File: src/shared/msi_cfg_pkg.sv
`default_nettype none
package msi_cfg_pkg;
    // configuration byte offsets; decoding uses the dword part, the lane uses the low bits
    localparam logic [7:0] OFF_MSI_ID = 8'h48;
    localparam logic [7:0] OFF_MSI_NEXT = 8'h49;
    localparam logic [7:0] OFF_MSI_CTRL = 8'h4a;
    localparam logic [7:0] OFF_ADDR_LO = 8'h4c;
    localparam logic [7:0] OFF_ADDR_HI = 8'h50;
    localparam logic [7:0] OFF_DATA = 8'h54;
    localparam logic [7:0] OFF_RELEASE = 8'h60;
    localparam logic [7:0] OFF_TRIM = 8'h61;
    localparam logic [7:0] OFF_PCIE_ID = 8'h70;
    localparam logic [7:0] OFF_PCIE_NEXT = 8'h71;
    localparam logic [7:0] OFF_PCIE_CAPS = 8'h72;
    // field positions inside the message control halfword
    localparam int CTRL_EN_BIT = 0;
    localparam int CTRL_CAP_LSB = 1;
    localparam int CTRL_COUNT_LSB = 4;
    localparam int CTRL_WIDE_BIT = 7;
    // reset and fixed values
    localparam logic [7:0] RST_MSI_ID = 8'h05;
    localparam logic [7:0] RST_MSI_NEXT = 8'h70;
    localparam logic [2:0] RST_COUNT = 3'h0;
    localparam logic [2:0] MSG_CAP_CODE = 3'h3;
    localparam logic [31:0] RST_ADDR = 32'h0000_0000;
    localparam logic [15:0] RST_DATA = 16'h0000;
    localparam logic [7:0] RST_RELEASE = 8'h30;
    localparam logic [5:0] RST_TRIM = 6'h20;
    localparam logic [7:0] RST_PCIE_ID = 8'h10;
    localparam logic [7:0] RST_PCIE_NEXT = 8'hc0;
    localparam logic [15:0] RST_PCIE_CAPS = 16'h0002;
    // frame period in high-speed bit times; each trim step is worth sixteen of them
    localparam logic [15:0] SOF_BASE = 16'he860;
    localparam logic [15:0] RST_SOF = SOF_BASE + {6'h00, RST_TRIM, 4'h0};

    // byte-enable merge of a write into a dword
    function automatic logic [31:0] merge_bytes(input logic [31:0] old_v,
                                                input logic [31:0] wr_v,
                                                input logic [3:0] be);
        logic [31:0] res;
        res = old_v;
        for (int i = 0; i < 4; i++) begin
            if (be[i]) begin
                res[i*8 +: 8] = wr_v[i*8 +: 8];
            end
        end
        return res;
    endfunction : merge_bytes

    // dword hit test of a byte address against a register offset
    function automatic logic dword_hit(input logic [7:0] addr, input logic [7:0] off);
        return addr[7:2] == off[7:2];
    endfunction : dword_hit
endpackage : msi_cfg_pkg
`default_nettype wire

File: src/shared/msi_msg_if.sv
`default_nettype none
// request from the register bank to the message write sender
interface msi_msg_if;
    logic launch;
    logic [63:0] addr;
    logic [15:0] data;
    logic busy;
    modport issuer(output launch, output addr, output data, input busy);
    modport sender(input launch, input addr, input data, output busy);
endinterface : msi_msg_if
`default_nettype wire

File: src/hdl/msi_and_frame_adjust_config.sv
// Contract
// RULE1: the low message address keeps bits 31:2 writable and reads bits 1:0 as zero.
// RULE2: an all-zero high address means 32-bit message writes, anything else means 64-bit.
// RULE3: the message data word is 16 bits, read/write, and resets to zero.
// RULE4: message data bits 15:4 always go out exactly as software wrote them.
// RULE5: only the low data bits set by the granted count may carry the vector number.
// RULE6: the bus release level reads as 30h and cannot be written.
// RULE7: a new frame timing value changes the frame period of every downstream bus at once.
// RULE8: the frame period is 59488 plus sixteen times the six-bit timing value.
// RULE9: the timing value sits in bits 5:0, resets to 20h, and bits 7:6 read zero.
// RULE10: the timing value survives every reset except the global and power-on reset.
// RULE11: the express capability identifier reads as 10h.
// RULE12: the express capability next pointer reads as c0h.
// RULE13: the express capabilities halfword reads as 0002h.
// RULE14: the granted count maps interrupters to one, two, four or own messages.
// RULE15: no message write is sent while the message enable bit is clear.
// RULE16: an enabled interrupter event sends one write of folded data to the programmed address.
`default_nettype none
module msi_and_frame_adjust_config
    import msi_cfg_pkg::*;
(
    input wire logic clock,
    input wire logic rst,
    input wire logic function_reset,
    input wire logic cfg_req,
    input wire logic cfg_write,
    input wire logic [7:0] cfg_addr,
    input wire logic [3:0] cfg_byte_en,
    input wire logic [31:0] cfg_wdata,
    output logic cfg_ack,
    output logic [31:0] cfg_rdata,
    input wire logic irq_valid,
    input wire logic [2:0] irq_interrupter,
    output logic irq_ready,
    input wire logic msg_ready,
    output logic msg_valid,
    output logic msg_wide,
    output logic [63:0] msg_addr,
    output logic [15:0] msg_data,
    output logic [5:0] frame_trim,
    output logic [15:0] sof_period,
    output logic irq_message_enable,
    output logic [2:0] granted_vector_count
);
    logic [29:0] addr_lo_q;
    logic [31:0] addr_hi_q;
    logic [15:0] data_q;
    logic enable_q;
    logic [2:0] count_q;
    logic [5:0] trim_q;
    logic [15:0] sof_q;
    logic [31:0] rd_d;
    logic [31:0] merged;
    logic [15:0] ctrl_view;
    logic [15:0] folded;
    logic launch;
    logic wr;
    logic rd;

    msi_msg_if msg_ch();

    assign wr = cfg_req && cfg_write;
    assign rd = cfg_req && !cfg_write;

    // write data merged against the addressed dword, shared by all writable words
    assign merged = merge_bytes(rd_d, cfg_wdata, cfg_byte_en);

    // message control halfword as software sees it
    always_comb begin
        ctrl_view = 16'h0;
        ctrl_view[CTRL_EN_BIT] = enable_q;
        ctrl_view[CTRL_CAP_LSB +: 3] = MSG_CAP_CODE;
        ctrl_view[CTRL_COUNT_LSB +: 3] = count_q;
        ctrl_view[CTRL_WIDE_BIT] = 1'b1;
    end

    // read mux; unmapped dwords read zero
    always_comb begin
        if (dword_hit(cfg_addr, OFF_MSI_ID)) begin
            rd_d = {ctrl_view, RST_MSI_NEXT, RST_MSI_ID};
        end else if (dword_hit(cfg_addr, OFF_ADDR_LO)) begin
            rd_d = {addr_lo_q, 2'b00}; // RULE1
        end else if (dword_hit(cfg_addr, OFF_ADDR_HI)) begin
            rd_d = addr_hi_q;
        end else if (dword_hit(cfg_addr, OFF_DATA)) begin
            rd_d = {16'h0, data_q}; // RULE3
        end else if (dword_hit(cfg_addr, OFF_RELEASE)) begin
            rd_d = {16'h0, 2'b00, trim_q, RST_RELEASE}; // RULE6 RULE9
        end else if (dword_hit(cfg_addr, OFF_PCIE_ID)) begin
            rd_d = {RST_PCIE_CAPS, RST_PCIE_NEXT, RST_PCIE_ID}; // RULE11 RULE12 RULE13
        end else begin
            rd_d = 32'h0;
        end
    end

    // answer one cycle after the request, read data from a flip-flop
    always_ff @(posedge clock or posedge rst) begin
        if (rst) begin
            cfg_ack <= 1'b0;
            cfg_rdata <= 32'h0;
        end else begin
            cfg_ack <= cfg_req;
            cfg_rdata <= rd ? rd_d : 32'h0;
        end
    end

    // message control: enable and granted count
    always_ff @(posedge clock or posedge rst) begin
        if (rst) begin
            enable_q <= 1'b0;
            count_q <= RST_COUNT;
        end else if (function_reset) begin
            enable_q <= 1'b0;
            count_q <= RST_COUNT;
        end else if (wr && dword_hit(cfg_addr, OFF_MSI_CTRL) && cfg_byte_en[2]) begin
            enable_q <= merged[16 + CTRL_EN_BIT]; // RULE15
            count_q <= merged[16 + CTRL_COUNT_LSB +: 3]; // RULE14
        end
    end

    // message address words; low two bits are not stored at all
    always_ff @(posedge clock or posedge rst) begin
        if (rst) begin
            addr_lo_q <= RST_ADDR[31:2];
            addr_hi_q <= RST_ADDR;
        end else if (function_reset) begin
            addr_lo_q <= RST_ADDR[31:2];
            addr_hi_q <= RST_ADDR;
        end else if (wr && dword_hit(cfg_addr, OFF_ADDR_LO)) begin
            addr_lo_q <= merged[31:2]; // RULE1
        end else if (wr && dword_hit(cfg_addr, OFF_ADDR_HI)) begin
            addr_hi_q <= merged; // RULE2
        end
    end

    // message data word; upper halfword of its dword is reserved
    always_ff @(posedge clock or posedge rst) begin
        if (rst) begin
            data_q <= RST_DATA;
        end else if (function_reset) begin
            data_q <= RST_DATA;
        end else if (wr && dword_hit(cfg_addr, OFF_DATA)) begin
            data_q <= merged[15:0]; // RULE3
        end
    end

    // sticky frame trim: rst stands for global and power-on reset only,
    // so a function reset deliberately leaves it alone
    always_ff @(posedge clock or posedge rst) begin
        if (rst) begin
            trim_q <= RST_TRIM; // RULE10
            sof_q <= RST_SOF;
        end else if (wr && dword_hit(cfg_addr, OFF_TRIM) && cfg_byte_en[OFF_TRIM[1:0]]) begin
            trim_q <= merged[13:8]; // RULE9
            sof_q <= SOF_BASE + {6'h00, merged[13:8], 4'h0}; // RULE8
        end
    end

    // one trim and one period feed every downstream bus together
    assign frame_trim = trim_q; // RULE7
    assign sof_period = sof_q;
    assign irq_message_enable = enable_q;
    assign granted_vector_count = count_q;

    msi_vector_fold u_fold (
        .data_word(data_q),
        .vector_count(count_q),
        .interrupter(irq_interrupter),
        .folded(folded)
    );

    // source stalls while disabled or while a write is outstanding
    assign irq_ready = enable_q && !msg_ch.busy; // RULE15
    assign launch = irq_valid && irq_ready; // RULE16
    assign msg_ch.launch = launch;
    assign msg_ch.addr = {addr_hi_q, addr_lo_q, 2'b00};
    assign msg_ch.data = folded;

    msi_write_sender u_sender (
        .clock(clock),
        .rst(rst),
        .req(msg_ch.sender),
        .msg_ready(msg_ready),
        .msg_valid(msg_valid),
        .msg_wide(msg_wide),
        .msg_addr(msg_addr),
        .msg_data(msg_data)
    );

    // checks on the register view
    property p_addr_lo_read;
        @(posedge clock) disable iff (rst)
        rd && dword_hit(cfg_addr, OFF_ADDR_LO) |=> cfg_ack && cfg_rdata[1:0] == 2'b00
            && cfg_rdata[31:2] == $past(addr_lo_q);
    endproperty
    a_addr_lo_read: assert property (p_addr_lo_read) else $error("low address read wrong"); // RULE1

    property p_data_write;
        @(posedge clock) disable iff (rst || function_reset)
        wr && dword_hit(cfg_addr, OFF_DATA) && cfg_byte_en[1:0] == 2'b11
            |=> data_q == $past(cfg_wdata[15:0]);
    endproperty
    a_data_write: assert property (p_data_write) else $error("message data not stored"); // RULE3

    property p_release_read;
        @(posedge clock) disable iff (rst)
        rd && dword_hit(cfg_addr, OFF_RELEASE) |=> cfg_rdata[7:0] == 8'h30
            && cfg_rdata[15:14] == 2'b00;
    endproperty
    a_release_read: assert property (p_release_read) else $error("release level wrong"); // RULE6

    property p_trim_period;
        @(posedge clock) disable iff (rst)
        wr && dword_hit(cfg_addr, OFF_TRIM) && cfg_byte_en[1]
            |=> sof_period == 16'he860 + {6'h00, $past(cfg_wdata[13:8]), 4'h0}
            && frame_trim == $past(cfg_wdata[13:8]);
    endproperty
    a_trim_period: assert property (p_trim_period) else $error("frame period not updated"); // RULE8

    property p_trim_sticky;
        @(posedge clock) disable iff (rst)
        function_reset && !wr |=> $stable(frame_trim) && $stable(sof_period);
    endproperty
    a_trim_sticky: assert property (p_trim_sticky) else $error("trim lost on function reset"); // RULE10

    property p_pcie_read;
        @(posedge clock) disable iff (rst)
        rd && dword_hit(cfg_addr, OFF_PCIE_ID) |=> cfg_rdata == 32'h0002_c010;
    endproperty
    a_pcie_read: assert property (p_pcie_read) else $error("express capability wrong"); // RULE11

    // checks on message generation
    property p_no_send_disabled;
        @(posedge clock) disable iff (rst)
        !enable_q |-> !launch ##1 (!msg_valid || $past(msg_valid));
    endproperty
    a_no_send_disabled: assert property (p_no_send_disabled) else $error("send while disabled"); // RULE15

    property p_launch_write;
        @(posedge clock) disable iff (rst)
        launch |=> msg_valid && msg_addr == {$past(addr_hi_q), $past(addr_lo_q), 2'b00};
    endproperty
    a_launch_write: assert property (p_launch_write) else $error("write not issued"); // RULE16

    property p_fixed_bits;
        @(posedge clock) disable iff (rst)
        launch |=> msg_data[15:4] == $past(data_q[15:4]);
    endproperty
    a_fixed_bits: assert property (p_fixed_bits) else $error("fixed payload altered"); // RULE4

    property p_fold_two;
        @(posedge clock) disable iff (rst)
        launch && count_q == 3'h1 |=> msg_data[0] == $past(irq_interrupter[0])
            && msg_data[3:1] == $past(data_q[3:1]);
    endproperty
    a_fold_two: assert property (p_fold_two) else $error("two-vector fold wrong"); // RULE5

    property p_fold_four;
        @(posedge clock) disable iff (rst)
        launch && count_q == 3'h2 |=> msg_data[1:0] == $past(irq_interrupter[1:0])
            && msg_data[3:2] == $past(data_q[3:2]);
    endproperty
    a_fold_four: assert property (p_fold_four) else $error("four-vector fold wrong"); // RULE14

    property p_fold_one;
        @(posedge clock) disable iff (rst)
        launch && (count_q == 3'h0 || count_q > 3'h5) |=> msg_data == $past(data_q);
    endproperty
    a_fold_one: assert property (p_fold_one) else $error("single message altered"); // RULE14

    c_wide_send: cover property (@(posedge clock) disable iff (rst) msg_valid && msg_wide);
    c_stalled: cover property (@(posedge clock) disable iff (rst)
        msg_valid && !msg_ready ##1 msg_valid && msg_ready);
    c_eight: cover property (@(posedge clock) disable iff (rst) launch && count_q == 3'h3);
    c_trim_wr: cover property (@(posedge clock) disable iff (rst)
        wr && dword_hit(cfg_addr, OFF_TRIM));
endmodule : msi_and_frame_adjust_config
`default_nettype wire

File: src/hdl/msi_vector_fold.sv
`default_nettype none
module msi_vector_fold
    import msi_cfg_pkg::*;
(
    input wire logic [15:0] data_word,
    input wire logic [2:0] vector_count,
    input wire logic [2:0] interrupter,
    output logic [15:0] folded
);
    logic [3:0] vector_number_bits;
    logic [3:0] mask;

    // message number and modifiable low bits per granted count
    always_comb begin
        case (vector_count)
            3'h1: mask = 4'h1; // RULE5
            3'h2: mask = 4'h3;
            3'h3: mask = 4'h7;
            3'h4, 3'h5: mask = 4'hf; // only eight interrupters, bit 4 kept
            default: mask = 4'h0; // one message, reserved codes alike
        endcase
        vector_number_bits = {1'b0, interrupter} & mask; // RULE14
    end

    // upper part passes untouched
    assign folded = {data_word[15:4], (data_word[3:0] & ~mask) | vector_number_bits}; // RULE4
endmodule : msi_vector_fold
`default_nettype wire

File: src/hdl/msi_write_sender.sv
`default_nettype none
module msi_write_sender
    import msi_cfg_pkg::*;
(
    input wire logic clock,
    input wire logic rst,
    msi_msg_if.sender req,
    input wire logic msg_ready,
    output logic msg_valid,
    output logic msg_wide,
    output logic [63:0] msg_addr,
    output logic [15:0] msg_data
);
    typedef enum logic [0:0] {
        TX_IDLE = 1'b0,
        TX_SEND = 1'b1
    } tx_state_t;
    tx_state_t state_q;

    // one write in flight; the bank stalls its source while busy
    always_ff @(posedge clock or posedge rst) begin
        if (rst) begin
            state_q <= TX_IDLE;
        end else begin
            case (state_q)
                TX_IDLE: if (req.launch) state_q <= TX_SEND;
                TX_SEND: if (msg_ready) state_q <= TX_IDLE;
                default: state_q <= TX_IDLE;
            endcase
        end
    end

    // payload captured at launch so later register writes cannot tear it
    always_ff @(posedge clock or posedge rst) begin
        if (rst) begin
            msg_addr <= 64'h0;
            msg_data <= 16'h0;
            msg_wide <= 1'b0;
        end else if (req.launch && state_q == TX_IDLE) begin
            msg_addr <= req.addr; // RULE16
            msg_data <= req.data;
            msg_wide <= req.addr[63:32] != 32'h0; // RULE2
        end
    end

    assign msg_valid = state_q == TX_SEND;
    assign req.busy = state_q != TX_IDLE;

    property p_wide_mode;
        @(posedge clock) disable iff (rst)
        msg_valid |-> msg_wide == (msg_addr[63:32] != 32'h0);
    endproperty
    a_wide_mode: assert property (p_wide_mode) else $error("address width mode wrong"); // RULE2

    property p_hold;
        @(posedge clock) disable iff (rst)
        msg_valid && !msg_ready |=> msg_valid && $stable(msg_addr) && $stable(msg_data);
    endproperty
    a_hold: assert property (p_hold) else $error("message changed while stalled"); // RULE16
endmodule : msi_write_sender
`default_nettype wire

File: config.mk
export PLATFORM = sky130hd
export DESIGN_NAME = msi_and_frame_adjust_config
export DESIGN_NICKNAME = d
export VERILOG_FILES = /design/src/shared/msi_cfg_pkg.sv /design/src/shared/msi_msg_if.sv /design/src/hdl/msi_and_frame_adjust_config.sv /design/src/hdl/msi_vector_fold.sv /design/src/hdl/msi_write_sender.sv
export SDC_FILE = /design/constraint.sdc
export NUM_CORES = 1
export LEC_CHECK = 0
export BUFFER_PORTS_ARGS = -buffer_cell sky130_fd_sc_hd__buf_2
export CAP_MARGIN = 20
export CORE_MARGIN = 2
export CORE_UTILIZATION = 25
export CTS_CLUSTER_DIAMETER = 80
export DETAILED_ROUTE_END_ITERATION = 8
export SKIP_LAST_GASP = 1
export SLEW_MARGIN = 40
export SYNTH_ARGS = -nofsm -noshare
export SYNTH_HDL_FRONTEND = slang
export SYNTH_HIERARCHICAL = 1
export SYNTH_SLANG_ARGS = --single-unit
File: constraint.sdc
create_clock -name clock -period 6.7 [get_ports clock]
set_input_delay 1.34 -clock clock [delete_from_list [all_inputs] [get_ports clock]]
set_output_delay 1.34 -clock clock [all_outputs]
set_load 0.01 [all_outputs]
# Word level (Yosys, flattened, before mapping)
# Index checks and enable logic that the tools add are counted.
# word_totals
reg_bits,217
inputBits,54
out_inout_bits,142
wordCells,78
# op_classes
addsub,1
eq_ne,12
muxes,26
bitwise_logic,5
reduce_logical,21
# op_table
op,n
two-way mux 32 bit,7
two-way mux 30 bit,2
two-way mux 18 bit,3
== test 6 x 5 -> 1 bit (second input constant),6
two-way mux 16 bit,2
two-way mux 8 bit,4
nonzero test 32 bit,1
case mux 4 bit (4 select lines),1
adder 14 x 11 -> 15 bit (first input constant),1
logical AND 1 bit,12
nonzero test 2 bit,4
== test 3 x 2 -> 1 bit (second input constant),2
== test 3 bit (second input constant),2
two-way mux 3 bit,2
bitwise AND 3 x 4 -> 4 bit,1
bitwise AND 4 bit,1
two-way mux 1 bit,4
inverter 4 bit,1
bitwise OR 4 bit,1
== test 3 x 1 -> 1 bit (second input constant),1
zero test 1 bit,2
inequality test 2 bit (second input constant),1
case mux 1 bit (2 select lines),1
AND reduction 2 bit,1
2 further kinds,2

# Longest topological paths before layout
# depth
ltp_word,11
mapped_depth,10
mapped_depth_nobuf,7

# Hierarchy
# The synthesis kept the hierarchy.
# by_module_without_submodules
mod,instances,cells_each,area_per_inst_um2,seq_area_each_um2
msi_and_frame_adjust_config,1,634,5968.2,3183.1
msi_write_sender,1,188,3532.1,2052.0
msi_vector_fold,1,22,167.7,0.0

# Least setup slack after synthesis
# OpenSTA, ideal clock, no wires.
# synth_path
kind,input to register
start,in cfg_addr[2]
end,"reg sof_q[9], in the netlist sof_period[9]"
setup_time_ns,0.083
t_arrival_ns,3.496
required_time_ns,6.617
path_slack_ns,3.120
cell_stages,8
n_path_buf,1
path_cell_list,clkbuf_1 -> nor3b_1 -> and2_1 -> a221oi_1 -> o31a_1 -> ha_1 -> or3b_1 -> a221o_1
# synth_via
elab_chain_cells,8
word_cells_on_any_way,14
classes_between,1 x add/sub; 5 x eq/ne; 6 x mux; 2 x reduce/logical
# synth_lines
item,line_no,rtl
start: declaration,msi_and_frame_adjust_config.sv:27,"input wire logic [7:0] cfg_addr,"
== test 6 x 5 -> 1 bit,msi_cfg_pkg.sv:52,return addr[7:2] == off[7:2];
two-way mux 18 bit,msi_and_frame_adjust_config.sv:87,"end else if (dword_hit(cfg_addr, OFF_RELEASE)) begin"
two-way mux 18 bit,msi_and_frame_adjust_config.sv:85,"end else if (dword_hit(cfg_addr, OFF_DATA)) begin"
two-way mux 32 bit,msi_and_frame_adjust_config.sv:83,"end else if (dword_hit(cfg_addr, OFF_ADDR_HI)) begin"
two-way mux 32 bit,msi_and_frame_adjust_config.sv:81,"end else if (dword_hit(cfg_addr, OFF_ADDR_LO)) begin"
two-way mux 32 bit,msi_and_frame_adjust_config.sv:79,"if (dword_hit(cfg_addr, OFF_MSI_ID)) begin"
two-way mux 8 bit,msi_cfg_pkg.sv:43,if (be[i]) begin
adder 14 x 11 -> 15 bit,msi_and_frame_adjust_config.sv:155,"sof_q <= SOF_BASE + {6'h00, merged[13:8], 4'h0};"
end signal: assignment,msi_and_frame_adjust_config.sv:155,
end: declaration,msi_and_frame_adjust_config.sv:51,logic [15:0] sof_q;
# Parallel ways exist; a longest one is shown, timed or not.
# A chain may end at the register's enable or synchronous reset.

# Worst setup path after layout
# layout_path
start,in cfg_addr[5]
end,"reg sof_q[9], in the netlist sof_period[9]"
# Same word-level chain as after synthesis.

==> out/metrics.cfg <==
[run_status]
status = completed

[yosys]
yosys_warnings = 6
synth_seq_cells = 209
synth_area_leader_cell = dfrtp_1
yosysUniqueCellTypes = 59
mappedNetlistArea_mm2 = 0.00967
synth.area.top_cells = dfrtp_1 53%, mux2_4 12%, nand2_1 4.9%, a21oi_1 2.5%, nor2_1 2.3%
synth_top_area_frac = 0.531
synthCells = 844
synth_async_sr_flop_share = 1.00
synth_ff_type = dfrtp_1
synth-seq-area-share = 0.541
synth_edf_count = 0
syn_avg_cell_area_um2 = 11.5

[grt]
antenna_found_initial = 5
grtUsageTotal = 0.149
grt_remaining_overflow = 0
grt_pass1_vias = 7215
grt_max_degree = 74
grt_pass1_wl_um = 45800

[cts]
path_clk_slew_ps = 60
cts_buffers = 26
htreeDepth = 1
clkSinkCount = 209
clk_latency_ps = 540
ctsResizeCount = 0
clockBufferDepth = 3
cts_tree = yes
root_buffer = clkbuf_16
postCtsHoldBufs = 0
cts_setup_buffers = 0

[critical_path]
worstPathCellList = buf_2 -> or3b_1 -> nor2_4 -> o21ai_0 -> a31oi_1 -> or3b_1 -> a221o_1
required_ps = 7160
rrSetupSlack_ps = 4140
slowest_stage = a31oi_1
end_kind = flop
crit_family = simple AND/OR/NAND/NOR gates
critPathKind = in2reg
cp-start-kind = input pin
crit_buf_inv = 1
path_common_cell = or3b_1
worstPathMaxFanout = 17
arrival_ps = 4060
max_stage_delay_ps = 590

[sta]
fmax_mhz = 277
hold_viol = 0
drv_slew = 0
tightest_slew_ps = 748
rsz0062_at_grt = no
setup_tns_ps = 0
fin_crit_ps = 3600
post-route-period-util = 0.538
skew_ps = 12.3
setup_violations = 0
relSlewSlack = 0.502

[power]
p_leak_uw = 0.00568
ir_worst_vdd_mv = 0.155
finalPower_uw = 2820
power_density_mw_per_mm2 = 240

[detailed_routing]
wirelength_um = 30300
vias = 7094
drt-wirelength-per-cell_um = 19.7
drc = 0
avgViaCountPerCell = 4.61
drt_iter0_markers = 398
ant_nets = 0
drt_pass1_iterations = 4

[floorplan]
start_util = 0.252
die_x_um = 201
rows = 72
core_mm2 = 0.0384
dieArea_mm2 = 0.0403
die_height_um = 201
num_io_pins = 196

[worst_hold_path]
hp-class = reg2reg

[finish]
nets = 1056
drive_gt1_frac = 0.337
synthToLayoutAreaGrowth_pct = 21.5

[placement]
gp_congestion = 0.826
dp_hpwl_um = 21200
portBuffers = 184

[run]
drv_cap = 0

==> power by group <==
| group | leakage, uW | internal, uW | total (uW) | switching [uW] |
|---|---|---|---|---|
| Clock | 0.000423 | 863 | 1400 | 542 |
| Sequential | 0.00290 | 1270 | 1280 | 6.67 |
| Combinational | 0.00236 | 38.8 | 136 | 97.3 |
| Total | 0.00568 | 2170 | 2820 | 646 |
==> placed cells by master (no fill, tap or decap), types with 4 or more instances in the layout <==
| cell type | Yosys | routed |
|---|---|---|
| dfrtp_1 | 205 | 205 |
| buf_2 | 3 | 184 |
| nand2_1 | 125 | 125 |
| mux2_4 | 78 | 78 |
| nor2_1 | 59 | 57 |
| a21oi_1 | 48 | 48 |
| o21ai_0 | 34 | 34 |
| nand3b_1 | 27 | 27 |
| clkbuf_16 | 0 | 27 |
| a211oi_1 | 21 | 21 |
| a22oi_1 | 17 | 17 |
| mux2_2 | 16 | 16 |
| inv_1 | 16 | 14 |
| nand2b_1 | 13 | 13 |
| conb_1 | 2 | 11 |
| buf_4 | 23 | 11 |
| nor3_1 | 8 | 8 |
| mux2i_1 | 8 | 8 |
| nor4_1 | 8 | 8 |
| and3_1 | 6 | 6 |
| and2_1 | 5 | 5 |
| a31oi_1 | 5 | 5 |
| clkbuf_8 | 0 | 5 |
| clkbuf_1 | 38 | 5 |
| diode_2 | 0 | 4 |
| nor2b_1 | 4 | 4 |
| nor3b_1 | 4 | 4 |
| a221oi_1 | 4 | 4 |
| a222oi_1 | 4 | 4 |
| a21o_1 | 4 | 4 |
| dfstp_2 | 4 | 4 |
==> worst paths after layout <==
kind / from / to / cells after the start
worst max-delay path: cfg_addr[5] / sof_period[9] / 7
worst min-delay path: sof_period[6] / sof_period[6] / 2
worst max register to register: irq_message_enable / u_sender/msg_addr[26] / 6
worst min register to register: sof_period[6] / sof_period[6] / 2
max in group asynchronous: rst / u_sender/msg_addr[32] / 3
min in group asynchronous: rst / u_sender/msg_addr[21] / 2
==> cell usage after synthesis, types with 3 or more instances <==
cell,instances
nor4_1,8
mux2_2,16
nand2b_1,13
nor2_1,59
buf_12,9
clkbuf_1,38
nor2b_1,4
and2_1,5
nor3b_1,4
o21ai_0,34
nor3_1,8
mux2_4,78
and3_1,6
a211oi_1,21
buf_4,23
nand2_1,125
a221oi_1,4
a21o_1,4
a31oi_1,5
a21oi_1,48
mux2i_1,8
nand3b_1,27
o31a_1,3
a22oi_1,17
a311oi_1,3
buf_1,3
a222oi_1,4
inv_1,16
dfrtp_1,205
nand3_1,3
dfstp_2,4
buf_2,3
==> through the flow <==
step	std cells	hold slack (ps)	setup WS, ps	instance area, um^2	util
floorplan	853	472	1980	9700	-
global placement	1490	470	2570	10800	0.283
detailed placement	1491	474	2540	10900	0.284
CTS	1535	487	3110	11700	0.306
global route	1539	510	2940	11700	0.306
finish	1539	483	3100	11700	0.306
==> kinds of logic after synthesis <==
kind of cell / Yosys count / share of synthesized area
AOI/OAI and AO/OA: 157 / 0.104
xor gates and xnor gates: 2 / 0.00181
adders and majority gates: 1 / 0.00129
buffers and inverters: 93 / 0.0613
DFF: 209 / 0.541
muxes: 103 / 0.149
other: 2 / 0.000777
and+or+nand+nor: 277 / 0.140
==> layer usage <==
| metal | track usage | up-vias | part of all wire |
|---|---|---|---|
| met1 | 0.200 | 3542 | 0.43 |
| met3 | 0.0341 | 46 | 0.069 |
| met4 | 0.0524 | 0 | 0.027 |
| li1 | - | 3251 | - |
| met2 | 0.238 | 255 | 0.47 |
| met5 | 0 | - | 0 |
==> flip-flops by register name, indices dropped and copies added (netlist names) <==
name and flops:
cfg_rdata 32, irq_message_enable 1, granted_vector_count 3, cfg_ack 1
u_sender/msg_addr 64, u_sender/msg_valid 1, sof_period 6, u_sender/msg_data 16
u_sender/msg_wide 1, addr_hi_q 32, data_q 16, addr_lo_q 30
frame_trim 6
==> tightest hold or removal path: cells and delay by family, from the launching register on <==
kind | cells | cell delay, ps
simple gates | 1 | 40
compound gates | 1 | 70
flops | 1 | 360
==> final cells by class <==
cell class	count	area [um^2]
tap	518	648
sequential	209	5240
fill	3953	26600
multi-input combinational	551	3890
timing repair buffer	197	1040
antenna	4	10.0
clock buffer	37	763
clock inverter	7	92.6
inverter	16	67.6
(Power assumes the default switching activity.)
